===== src/rtl/pin_mux_defs.vh =====
// Constants for the port A pins two to six function multiplexer
`ifndef PIN_MUX_DEFS_VH
`define PIN_MUX_DEFS_VH

// Four-bit pin configuration field codes
`define CFG_ANALOG 4'h0
`define CFG_GPIO_OUT 4'h1
`define CFG_GPIO_OD 4'h5
`define CFG_ALT_OUT 4'h9
`define CFG_ALT_OD 4'hd

// Field positions in the low and high port A config words
`define LOW_PIN_TWO_HI 11
`define LOW_PIN_TWO_LO 8
`define LOW_PIN_THREE_HI 15
`define LOW_PIN_THREE_LO 12
`define HIGH_PIN_FOUR_HI 3
`define HIGH_PIN_FOUR_LO 0
`define HIGH_PIN_FIVE_HI 7
`define HIGH_PIN_FIVE_LO 4
`define HIGH_PIN_SIX_HI 11
`define HIGH_PIN_SIX_LO 8

// Timer 2 remap bits and serial SPI master bit
`define REMAP_CH4_BIT 7
`define REMAP_CH2_BIT 5
`define SPI_MASTER_BIT 4

// Serial controller 2 mode codes
`define MODE_SPI 2'h2
`define MODE_I2C 2'h3

// Reset levels of the synchronisers and of the synchronised pin inputs
`define SYNC_IDLE 6'h3f
`define GPIO_IN_IDLE 5'h1f

// Bit positions in the synchroniser vector
`define SYNC_PIN_TWO 0
`define SYNC_PIN_THREE 1
`define SYNC_PIN_FIVE 3
`define SYNC_PIN_SIX 4
`define SYNC_EXT_RESET 5

`endif


===== src/rtl/port_a_pins_two_to_six_mux.v =====
// Pin function multiplexer for port A pins two to six
`timescale 1ns/1ns
`include "pin_mux_defs.vh"

module port_a_pins_two_to_six_mux (
  // Clock and reset
  input wire mclk,
  input wire resetn,
  // Pin configuration and peripheral settings
  input wire [15:0] port_a_low_config,
  input wire [15:0] port_a_high_config,
  input wire [7:0] timer2_remap_option,
  input wire timer2_ch4_output_enable,
  input wire timer2_ch2_output_enable,
  input wire timer1_output_enable,
  input wire [1:0] serial2_mode_select,
  input wire [7:0] serial2_spi_config,
  input wire trace_enable,
  input wire trace_four_wire,
  // General-purpose data, index 0 is pin two
  input wire [4:0] gpio_out,
  output reg [4:0] gpio_in,
  // Peripheral outputs toward the pins
  input wire timer2_channel_four_out,
  input wire timer2_channel_two_out,
  input wire timer1_channel_three_out,
  input wire serial2_i2c_clock_out,
  input wire serial2_spi_clock_out,
  input wire cpu_trace_clock,
  input wire cpu_trace_data_two,
  input wire cpu_trace_data_three,
  input wire packet_trace_frame,
  input wire packet_trace_data,
  // Peripheral inputs taken from the pins
  output reg timer2_channel_four_in,
  output reg timer2_channel_two_in,
  output reg timer1_channel_three_in,
  output reg serial2_i2c_clock_in,
  output reg serial2_spi_clock_in,
  output reg serial2_slave_select_n,
  // Analog switch enables
  output reg analog_input_four,
  output reg analog_input_five,
  // Bootloader request capture
  input wire external_reset_n,
  output reg bootloader_request,
  // Pins
  input wire port_a_pin_two_in,
  output reg port_a_pin_two_out,
  output reg port_a_pin_two_oe,
  input wire port_a_pin_three_in,
  output reg port_a_pin_three_out,
  output reg port_a_pin_three_oe,
  input wire port_a_pin_four_in,
  output reg port_a_pin_four_out,
  output reg port_a_pin_four_oe,
  input wire port_a_pin_five_in,
  output reg port_a_pin_five_out,
  output reg port_a_pin_five_oe,
  input wire port_a_pin_six_in,
  output reg port_a_pin_six_out,
  output reg port_a_pin_six_oe
);

  // Reset release and pin synchronisers
  reg [1:0] reset_sync;
  wire rst_n;
  reg [5:0] meta;
  reg [5:0] sync;
  wire [4:0] sync_pins;
  wire sync_two;
  wire sync_three;
  wire sync_five;
  wire sync_six;
  wire sync_ext_reset_n;

  // Next pin drive, index 0 is pin two
  reg [4:0] next_out;
  reg [4:0] next_oe;

  // Decoded configuration fields and peripheral settings
  wire [3:0] field_two;
  wire [3:0] field_three;
  wire [3:0] field_four;
  wire [3:0] field_five;
  wire [3:0] field_six;
  wire spi_mode;
  wire spi_master;
  wire spi_slave;
  wire i2c_mode;
  wire ch4_home;
  wire ch2_home;
  wire ch4_owns;
  wire ch2_owns;

  // Default drive for a pin whose field holds a general-purpose code
  function [1:0] gpio_drive;
    input [3:0] field;
    input value;
    begin
      if (field == `CFG_GPIO_OUT)
        gpio_drive = {1'b1, value};
      else if (field == `CFG_GPIO_OD)
        gpio_drive = {~value, 1'b0};
      else
        gpio_drive = 2'h0;
    end
  endfunction

  // Drive of a pin shared by the two trace units: packet trace while core
  // trace is off, core trace data only on the 4-wire interface, else released
  function [1:0] trace_drive;
    input core_on;
    input four_wire;
    input packet;
    input data;
    begin
      if (!core_on)
        trace_drive = {1'b1, packet};
      else if (four_wire)
        trace_drive = {1'b1, data};
      else
        trace_drive = 2'h0;
    end
  endfunction

  // Reset release through two flip-flops
  always @(posedge mclk or negedge resetn)
  begin
    if (!resetn)
      reset_sync <= 2'h0;
    else
      reset_sync <= {reset_sync[0], 1'b1};
  end
  assign rst_n = reset_sync[1];

  // Two-stage synchronisers for the pins and the external reset pin
  always @(posedge mclk or negedge rst_n)
  begin
    if (!rst_n)
    begin
      meta <= `SYNC_IDLE;
      sync <= `SYNC_IDLE;
    end
    else
    begin
      meta <= {external_reset_n, port_a_pin_six_in, port_a_pin_five_in,
               port_a_pin_four_in, port_a_pin_three_in, port_a_pin_two_in};
      sync <= meta;
    end
  end

  // Synchronised pin levels by name
  assign sync_pins = sync[`SYNC_PIN_SIX:`SYNC_PIN_TWO];
  assign sync_two = sync[`SYNC_PIN_TWO];
  assign sync_three = sync[`SYNC_PIN_THREE];
  assign sync_five = sync[`SYNC_PIN_FIVE];
  assign sync_six = sync[`SYNC_PIN_SIX];
  assign sync_ext_reset_n = sync[`SYNC_EXT_RESET];

  // Configuration fields of each pin
  assign field_two = port_a_low_config[`LOW_PIN_TWO_HI:`LOW_PIN_TWO_LO];
  assign field_three = port_a_low_config[`LOW_PIN_THREE_HI:`LOW_PIN_THREE_LO];
  assign field_four = port_a_high_config[`HIGH_PIN_FOUR_HI:`HIGH_PIN_FOUR_LO];
  assign field_five = port_a_high_config[`HIGH_PIN_FIVE_HI:`HIGH_PIN_FIVE_LO];
  assign field_six = port_a_high_config[`HIGH_PIN_SIX_HI:`HIGH_PIN_SIX_LO];
  // Serial controller 2 mode decode
  assign spi_mode = (serial2_mode_select == `MODE_SPI);
  assign spi_master = serial2_spi_config[`SPI_MASTER_BIT];
  assign spi_slave = spi_mode && !spi_master;
  assign i2c_mode = (serial2_mode_select == `MODE_I2C);
  // Timer channel inputs stay on their home pins while unremapped
  assign ch4_home = !timer2_remap_option[`REMAP_CH4_BIT];
  assign ch2_home = !timer2_remap_option[`REMAP_CH2_BIT];
  // Timer owns the pin only while unremapped and its output is enabled
  assign ch4_owns = ch4_home && timer2_ch4_output_enable;
  assign ch2_owns = ch2_home && timer2_ch2_output_enable;

  // Output selection per pin
  always @*
  begin
    {next_oe[0], next_out[0]} = gpio_drive(field_two, gpio_out[0]);
    {next_oe[1], next_out[1]} = gpio_drive(field_three, gpio_out[1]);
    {next_oe[2], next_out[2]} = gpio_drive(field_four, gpio_out[2]);
    {next_oe[3], next_out[3]} = gpio_drive(field_five, gpio_out[3]);
    {next_oe[4], next_out[4]} = gpio_drive(field_six, gpio_out[4]);
    // Pin two
    if (field_two == `CFG_ALT_OUT)
    begin
      if (ch4_owns)
        {next_oe[0], next_out[0]} = {1'b1, timer2_channel_four_out};
      else if (spi_mode && spi_master)
        {next_oe[0], next_out[0]} = {1'b1, serial2_spi_clock_out};
      else
        {next_oe[0], next_out[0]} = 2'h0;
    end
    else if (field_two == `CFG_ALT_OD)
    begin
      if (!ch4_owns && i2c_mode)
        {next_oe[0], next_out[0]} = {~serial2_i2c_clock_out, 1'b0};
      else
        {next_oe[0], next_out[0]} = 2'h0;
    end
    // Pin three
    if (field_three == `CFG_ALT_OUT)
    begin
      if (ch2_owns)
        {next_oe[1], next_out[1]} = {1'b1, timer2_channel_two_out};
      else if (trace_enable)
        {next_oe[1], next_out[1]} = {1'b1, cpu_trace_clock};
      else
        {next_oe[1], next_out[1]} = 2'h0;
    end
    // Pin four
    if (field_four == `CFG_ALT_OUT)
      {next_oe[2], next_out[2]} = trace_drive(trace_enable, trace_four_wire,
        packet_trace_frame, cpu_trace_data_two);
    // Pin five
    if (field_five == `CFG_ALT_OUT)
      {next_oe[3], next_out[3]} = trace_drive(trace_enable, trace_four_wire,
        packet_trace_data, cpu_trace_data_three);
    // Pin six
    if (field_six == `CFG_ALT_OUT)
    begin
      if (timer1_output_enable)
        {next_oe[4], next_out[4]} = {1'b1, timer1_channel_three_out};
      else
        {next_oe[4], next_out[4]} = 2'h0;
    end
  end

  // Registered pin drive
  always @(posedge mclk or negedge rst_n)
  begin
    if (!rst_n)
    begin
      {port_a_pin_two_oe, port_a_pin_two_out} <= 2'h0;
      {port_a_pin_three_oe, port_a_pin_three_out} <= 2'h0;
      {port_a_pin_four_oe, port_a_pin_four_out} <= 2'h0;
      {port_a_pin_five_oe, port_a_pin_five_out} <= 2'h0;
      {port_a_pin_six_oe, port_a_pin_six_out} <= 2'h0;
    end
    else
    begin
      {port_a_pin_two_oe, port_a_pin_two_out} <= {next_oe[0], next_out[0]};
      {port_a_pin_three_oe, port_a_pin_three_out} <= {next_oe[1], next_out[1]};
      {port_a_pin_four_oe, port_a_pin_four_out} <= {next_oe[2], next_out[2]};
      {port_a_pin_five_oe, port_a_pin_five_out} <= {next_oe[3], next_out[3]};
      {port_a_pin_six_oe, port_a_pin_six_out} <= {next_oe[4], next_out[4]};
    end
  end

  // Analog switch enables follow the pin fields
  always @(posedge mclk or negedge rst_n)
  begin
    if (!rst_n)
    begin
      analog_input_four <= 1'b0;
      analog_input_five <= 1'b0;
    end
    else
    begin
      analog_input_four <= (field_four == `CFG_ANALOG);
      analog_input_five <= (field_five == `CFG_ANALOG);
    end
  end

  // Peripheral inputs; a deselected input rests at its idle level
  always @(posedge mclk or negedge rst_n)
  begin
    if (!rst_n)
    begin
      gpio_in <= `GPIO_IN_IDLE;
      timer2_channel_four_in <= 1'b0;
      timer2_channel_two_in <= 1'b0;
      timer1_channel_three_in <= 1'b0;
      serial2_i2c_clock_in <= 1'b1;
      serial2_spi_clock_in <= 1'b0;
      serial2_slave_select_n <= 1'b1;
    end
    else
    begin
      gpio_in <= sync_pins;
      timer2_channel_four_in <= ch4_home && sync_two;
      timer2_channel_two_in <= ch2_home && sync_three;
      timer1_channel_three_in <= sync_six;
      serial2_i2c_clock_in <= i2c_mode ? sync_two : 1'b1;
      serial2_spi_clock_in <= spi_slave && sync_two;
      serial2_slave_select_n <= spi_slave ? sync_three : 1'b1;
    end
  end

  // Bootloader request follows inverted pin five while external reset is low, then holds;
  // both levels pass the same synchroniser depth, so release cannot outrun the pin
  always @(posedge mclk or negedge rst_n)
  begin
    if (!rst_n)
      bootloader_request <= 1'b0;
    else if (!sync_ext_reset_n)
      bootloader_request <= !sync_five;
  end

endmodule // port_a_pins_two_to_six_mux


===== config.mk =====
export PLATFORM = sky130hd
export DESIGN_NAME = port_a_pins_two_to_six_mux
export DESIGN_NICKNAME = d
export VERILOG_FILES = /design/src/rtl/port_a_pins_two_to_six_mux.v
export VERILOG_INCLUDE_DIRS = /design/src /design/src/rtl
export SDC_FILE = /design/constraint.sdc
export NUM_CORES = 1
export LEC_CHECK = 0
export BUFFER_PORTS_ARGS = -buffer_cell sky130_fd_sc_hd__buf_2
export CORE_MARGIN = 10
export CORE_UTILIZATION = 30
export DETAILED_ROUTE_END_ITERATION = 6
export PLACE_DENSITY_LB_ADDON = 0.12
export SYNTH_ARGS = -nofsm -noshare
export SYNTH_HDL_FRONTEND = slang
export SYNTH_SLANG_ARGS = --single-unit

===== constraint.sdc =====
create_clock -name mclk -period 1.9 [get_ports mclk]
set_input_delay 0.19 -clock mclk [delete_from_list [all_inputs] [get_ports mclk]]
set_output_delay 0.19 -clock mclk [all_outputs]
set_load 0.1 [all_outputs]

==> Word-level counts from Yosys, hierarchy flattened <==
Index checks and enable logic that the tools add are counted.
{ "totals": {"register_bits": 38, "inputBits": 78, "output_inout_bits": 24, "wordCells": 101} }
{ "classes": {"n_eq_ne": 18, "n_mux": 39, "n_bitwise": 6, "reduce_logical": 15} }
{ "op_table": {"columns": ["op", "n"], "rows": [
  ["$mux 2", 14],
  ["$mux 1", 25],
  ["$eq 4x4->1 const B", 6],
  ["$eq 4x1->1 const B", 5],
  ["$eq 4x3->1 const B", 5],
  ["$logic_and 1x1->1", 8],
  ["$logic_not 4->1", 2],
  ["$not 1->1", 6],
  ["$logic_not 1->1", 5],
  ["$eq 2x2->1 const B", 2]
]} }

==> Depth between registers and ports, before layout <==
Gate-level depths: netlist of run 1.
{ "depth": {"ltp_word": 7, "mapped_depth": 3, "mapped_depth_nobuf": 3} }

==> Worst setup path after synthesis of run 1 <==
Ideal clock, no wire load.
{ "synth_path": {"kind": "register -> register", "start": "reg bootloader_request (netlist name)", "end": "reg bootloader_request", "setup_time_ns": 0.083, "arrival_ns": 1.071, "required_ns": 1.817, "path_slack_ns": 0.747, "path_stages_with_launch": 3, "n_path_buf": 0, "period_less_slack_ns": 1.153, "cell_sequence": "dfrtp_1 > nand2_1 > o21ai_0"} }
{ "synth_lines": {"columns": ["item", "line_no", "rtl"], "rows": [
  ["end signal, assigned", "port_a_pins_two_to_six_mux.v:300", "bootloader_request <= !sync_five;"],
  ["end, declared", "port_a_pins_two_to_six_mux.v:46", "output reg bootloader_request,"]
]} }

==> Worst setup path after layout of run 1 <==
{ "layout_path": {"start": "reg serial2_slave_select_n", "end": "out serial2_slave_select_n"} }
{ "layout_lines": {"columns": ["item", "line_no", "rtl"], "rows": [
  ["start, declared", "port_a_pins_two_to_six_mux.v:40", "output reg serial2_slave_select_n,"],
  ["start signal, assigned", "port_a_pins_two_to_six_mux.v:289", "serial2_slave_select_n <= spi_slave ? sync_three : 1'b1;"]
]} }
No word-level cell between the ends.

==> metrics, run 1 <==
# DRC 0; via density per instance roughly 4.5; critical path data arrival time ~1.2 ns; Final GP Congestion 0.765; Mapped Area between 0.001 and 0.0015 mm^2; register bit total from synthesis 38; share of layout cells above drive strength 1 0.577; Max IR drop VDD 0.000441 V; Peak Freq 709 MHz; CP Max Fanout 1; Clock Sinks 38; Top delay family on crit path flip-flops; diode count 0; first-pass GRT wire length between 5000 and 6000 um; Buffers on Ports 76; Die Width between 80 and 90 um; Sw Ratio 0.280; slowest cell on the critical path dfstp_2; sequential power share 0.470; largest net degree at the start of global routing 37; Vert. Die Dim between 80 and 90 um; Pre-antenna DRT Iters 4; Root Buffer Master clkbuf_8; Nets about 270; fin cells ~240; area of the core 0.00435 mm^2; Worst path max stage delay approximately 0.52 ns; Synth async-reset ratio 1.00; Setup-failing EPs final 0; Mapped Cells 97; Die Area 0.00757 mm^2; Final Slew Violations 0; io pins 102; htree depth 2; critical path buffer and inverter count 1; vias in the first global route between 1k and 1.5k; Seq/Total Area, Yosys 0.724; fin area between 0.0015 and 0.002 mm^2; Levels on crit path 1; placed insts between 200 and 250; Initial Util 0.309; fillers between 400 and 500; RR Endpoint serial2_slave_select_n; R2R Setup Slk 0.98 ns; Worst-Skew Late Latency approximately 0.28 ns; syn_nets between 150 and 200; crit start category register; top_reg_cell synth dfstp_2; Lkg Pwr 0.996 nW; area growth from synthesis to layout 46.9%; CTS tree yes; setup TNS 0 ns; CTS buffer count 5; FF-to-FF Start sync[1]; GRT Total Usage 0.0928; Avg Synthesized Cell Area ~14 um^2; R2R depth 1; Antenna Violating Nets Remaining 0; initial antenna violation count 0; final WL about 3400 um; EDFF count, synth 0; HPWL after DPL roughly 2800 um; setup repair bufs after CTS 0; status finished clean; max-cap viol count 0; Int Power 0.00133 W; Clk pwr share 0.354; Crit Path Class register to output pin; Vias ~1.1k; Final Hold Violating Endpoints 0; Cell variety after synth 30; RSZ-0062 raised after global routing no; WL/cell approximately 14 um; cell breakdown of the critical path buf_2; Tmin final about 1.4 ns; Critical Path RT 1.71 ns; Critical Path End serial2_slave_select_n; warnings from Yosys 0; GR Overflow Total 0; drt first-iter violations 28; CTS Buffer Depth 2; Comb power frac 0.176; placed cell areas between 0.0015 and 0.002 mm^2; Final Skew approximately 0.0064 ns; CP Capture Type output pin; row count 24; CTS clock-pin slew for the worst setup and hold paths about 0.07 ns; Worst Setup SP serial2_slave_select_n; worst hold path type primary input to register; power per cell area roughly 940 mW/mm^2; crit share post-route 0.743; Sw Pwr approximately 0.00052 W
[synth_stat cells (2+ instances only)]
cell type	number	area share
dfrtp_1	19	0.35
dfstp_2	19	0.37
nand2_1	6	0.017
nor2b_1	6	0.028
o21ai_0	6	0.022
a21oi_1	4	0.015
a31oi_1	4	0.019
inv_1	4	0.011
nand3_1	3	0.011
and3b_1	2	0.013
nand2b_1	2	0.0093
nand3b_1	2	0.011
nor2_1	2	0.0056
nor4_1	2	0.0093
[state kept, by name (all words and copies together) (netlist names), 2 cells and up]
| name | flops |
|---|---|
| meta | 6 |
| sync | 6 |
| gpio_in | 5 |
| reset_sync | 2 |
[layout by cell type (no fill, tap or decap), types with 2 or more instances in the layout]
cell	netlist	final
nand3b_1	2	2
nor2_1	2	2
clkinv_2	0	2
nor2b_1	6	6
o21ai_0	6	6
a21oi_1	4	4
nand2b_1	2	2
nand3_1	3	3
dfstp_2	19	19
and3b_1	2	2
dlygate4sd3_1	0	7
nor4_1	2	2
buf_2	0	76
clkbuf_8	0	5
nand2_1	6	6
a31oi_1	4	4
dfrtp_1	19	19
inv_1	4	4
[power groups by stage]
stage | combinational (W) | sequential, W | clock, W
floorplan | 0.0000380 | 0.00106 | 0
global placement | 0.000314 | 0.000885 | 0
detailed placement | 0.000319 | 0.000886 | 0
CTS | 0.000331 | 0.000872 | 0.000677
global route | 0.000350 | 0.000876 | 0.000715
finish | 0.000326 | 0.000871 | 0.000657
[repair_timing]
| item | 4_1_cts | 5_1_grt |
|---|---|---|
| hold buffers | 7 | 0 |
| hold endpoints to repair | 8 | 0 |
| resized for setup | 0 | 0 |
[cell families after synthesis]
group                  synth area share
AOI/OAI and AO/OA                 0.104
buffers and inverters            0.0111
DFF                               0.724
other                           0.00279
and+or+nand+nor                   0.158
[per-layer routing]
| layer | vias up | track usage | routed length [um] |
|---|---|---|---|
| met5 | - | 0 | 0 |
| met3 | 2 | 0.0637 | 447 |
| met2 | 50 | 0.153 | 1650 |
| met1 | 502 | 0.0938 | 1280 |
| met4 | 0 | 0.0221 | 12 |
| li1 | 523 | - | - |
[worst min-delay path by stage]
stage | endpoint | startpoint | slack, ns | depth (start not counted)
4_1_cts | port_a_pin_three_out | port_a_low_config[14] | 0.06 | 2
6_report | port_a_pin_three_out | port_a_low_config[14] | 0.08 | 2
3_3_place_gp | reset_sync[0] | resetn | -0.02 | 1
5_1_grt | analog_input_four | port_a_high_config[0] | 0.08 | 2
3_5_place_dp | reset_sync[0] | resetn | -0.02 | 1
2_1_floorplan | reset_sync[0] | resetn | -0.11 | 0
[stage by stage]
| stage | setup WS [ns] | total power (W) | hold slack [ns] | util |
|---|---|---|---|---|
| after floorplan | 0.747 | 0.00110 | -0.106 | - |
| after global placement | 0.793 | 0.00120 | -0.0246 | 0.413 |
| after detailed placement | 0.781 | 0.00121 | -0.0223 | 0.413 |
| after CTS | 0.466 | 0.00188 | 0.0621 | 0.454 |
| after global routing | 0.439 | 0.00194 | 0.0761 | 0.454 |
| final | 0.489 | 0.00185 | 0.0769 | 0.454 |
[layout make-up]
type	instances	area (um^2)	share of cell area
Sequential cell	38	975	0.493
Clock inverter	3	40.0	0.0202
Inverter	4	15.0	0.00759
Tap cell	52	65.1	0.0329
Clock buffer	5	68.8	0.0348
Timing Repair Buffer	84	458	0.231
Multi-Input combinational cell	55	357	0.180
(Power assumes the default switching activity.)
==> run 2: changes to the inputs <==
- clock period: 1.9 -> 1.4 ns (I/O delays scaled with it)
==> run 2 against run 1 <==
Compared with the run above:
- final area is 0.25% higher
- via count unchanged
- critical path depth unchanged
- die area did not move
- clock power increased by 36%
- clock-buffer cell count stayed put
- hold slack got worse by 0.050 ns
- routed wire length hardly changed
- first-iteration DRC count did not move
==> metrics, run 2 (synthesized netlist as in run 1, its figures left out) <==
fin area 0.00198 mm^2 (+0.25%); Pre-antenna DRT Iters 4 (unchanged); CP Capture Type output pin; most frequent cells in the layout buf_2 (74), dfrtp_1 (19), dfstp_2 (19); most common library cell in the layout ignoring fill and taps buf_2; worst hold path type primary input to register; share of layout cells above drive strength 1 0.577 (unchanged); largest net degree at the start of global routing 37 (unchanged); io pins 102 (unchanged); CTS buffer count 5 (unchanged); Worst-Skew Late Latency 0.28 ns (about the same); GRT Total Usage 0.0928 (unchanged); Final GP Congestion 0.765 (unchanged); cell breakdown of the critical path buf_2; first-pass GRT wire length 5580 um (unchanged); Root Buffer Master clkbuf_8; Sw Pwr 0.000705 W (+36%); initial antenna violation count 0 (unchanged); Die Area 0.00757 mm^2 (unchanged); htree depth 2 (unchanged); Nets 266 (unchanged); Int Power 0.00181 W (+36%); CP Max Fanout 1 (unchanged); critical path buffer and inverter count 1 (unchanged); crit share post-route 0.970; Die Width 87.0 um (unchanged); Comb power frac 0.176 (about the same); Final Skew 0.00643 ns (unchanged); area growth from synthesis to layout 47.3%; Crit Path Class register to output pin; HPWL after DPL 2820 um (unchanged); power per cell area 1270 mW/mm^2 (+35%); vias in the first global route 1256 (unchanged); WL met2 1650 um (about the same); row count 24 (unchanged); crit start category register; met3 WL post-DR 444 um (-0.67%); Setup WS pre-CTS 0.331 ns (-0.450 ns); Top Layer Used met4; Clk pwr share 0.354 (about the same); GR Overflow Total 0 (unchanged); Clock Sinks 38 (unchanged); drt first-iter violations 28 (unchanged); # DRC 0 (unchanged); area of the core 0.00435 mm^2 (unchanged); Vias 1077 (unchanged); Antenna Violating Nets Remaining 0 (unchanged); wire length on met1 1290 um (about the same); Max IR drop VDD 0.000599 V (+36%); CTS Buffer Depth 2 (unchanged); Peak Freq ~740 MHz; setup ws final 0.0423 ns (-0.446 ns); placed cell areas 0.00180 mm^2 (unchanged); Final Hold Violating Endpoints 0 (unchanged); sequential power share 0.470 (about the same); final WL 3390 um (about the same); Buffers on Ports 76 (unchanged); fillers 429 (unchanged); CTS clock-pin slew for the worst setup and hold paths 0.07 ns (about the same); via density per instance 4.47 (unchanged); Initial Util 0.309 (unchanged); Largest regs meta (6), sync (6), gpio_in (5); Lkg Pwr 0.999 nW (+0.26%); max-cap viol count 0 (unchanged); status finished clean; WL/cell 14.1 um (about the same); Worst path max stage delay 0.52 ns (about the same); setup TNS 0 ns (unchanged); Total Power 0.00252 W (+36%); CTS tree yes; final hold slack 0.0269 ns (-0.0500 ns); critical path data arrival time 1.22 ns (about the same); Top delay family on crit path flip-flops; Final Slew Violations 0 (unchanged); Critical Path RT 1.26 ns (-0.45 ns); RSZ-0062 raised after global routing no; slowest cell on the critical path dfstp_2; Setup-failing EPs final 0 (unchanged); Sw Ratio 0.280 (about the same); Vert. Die Dim 87.0 um (unchanged); diode count 0 (unchanged); Tmin final 1.36 ns
run 2: cell count changes in the layout (fill, tap and decap cells not counted), sizes merged:
cell    delta
buf        -2
clkbuf     +2
run 2: worst paths after layout:
kind | startpoint | endpoint | slack, ns | cells past startpoint
max | gpio_in[4] | gpio_in[4] | 0.04 | 1
min | port_a_low_config[14] | port_a_pin_three_out | 0.03 | 2
max reg2reg | sync[1] | serial2_slave_select_n | 0.48 | 1
min reg2reg | reset_sync[1] | port_a_pin_six_out | 0.28 | 1
max in group asynchronous | reset_sync[1] | sync[1] | 0.78 | 1
min in group asynchronous | resetn | reset_sync[0] | 0.17 | 2
run 2: area by class of cell:
cell class,count,area (um^2),share of cell area
Multi-Input combinational cell,55,357,0.180
Clock buffer,5,68.8,0.0347
Timing Repair Buffer,84,463,0.233
Sequential cell,38,975,0.491
Inverter,4,15.0,0.00757
Clock inverter,3,40.0,0.0202
Tap cell,52,65.1,0.0328
run 2: power by group through the flow:
stage | clock (W) | combinational (W) | sequential (W)
floorplan | 0 | 0.0000516 | 0.00144
global placement | 0 | 0.000426 | 0.00120
detailed placement | 0 | 0.000433 | 0.00120
CTS | 0.000919 | 0.000449 | 0.00118
global route | 0.000971 | 0.000477 | 0.00119
finish | 0.000891 | 0.000443 | 0.00118
run 2: stage by stage:
| stage | instances | util |
|---|---|---|
| floorplan | 97 | - |
| global placement | 226 | 0.413 |
| detailed placement | 226 | 0.413 |
| CTS | 241 | 0.454 |
| global route | 241 | 0.455 |
| finish | 241 | 0.455 |
run 2: routing by layer:
metal	track usage	vias up
met5	0	-
met4	0.0221	0
met3	0.0637	2
met2	0.153	50
met1	0.0938	502
li1	-	523
run 2: timing repair:
action | in CTS | in global routing
setup endpoints to repair | 0 | 2
endpoints found under the hold margin | 8 | 0
setup buffers | 0 | 0
hold buffers | 7 | 0
gates resized for setup | 0 | 2
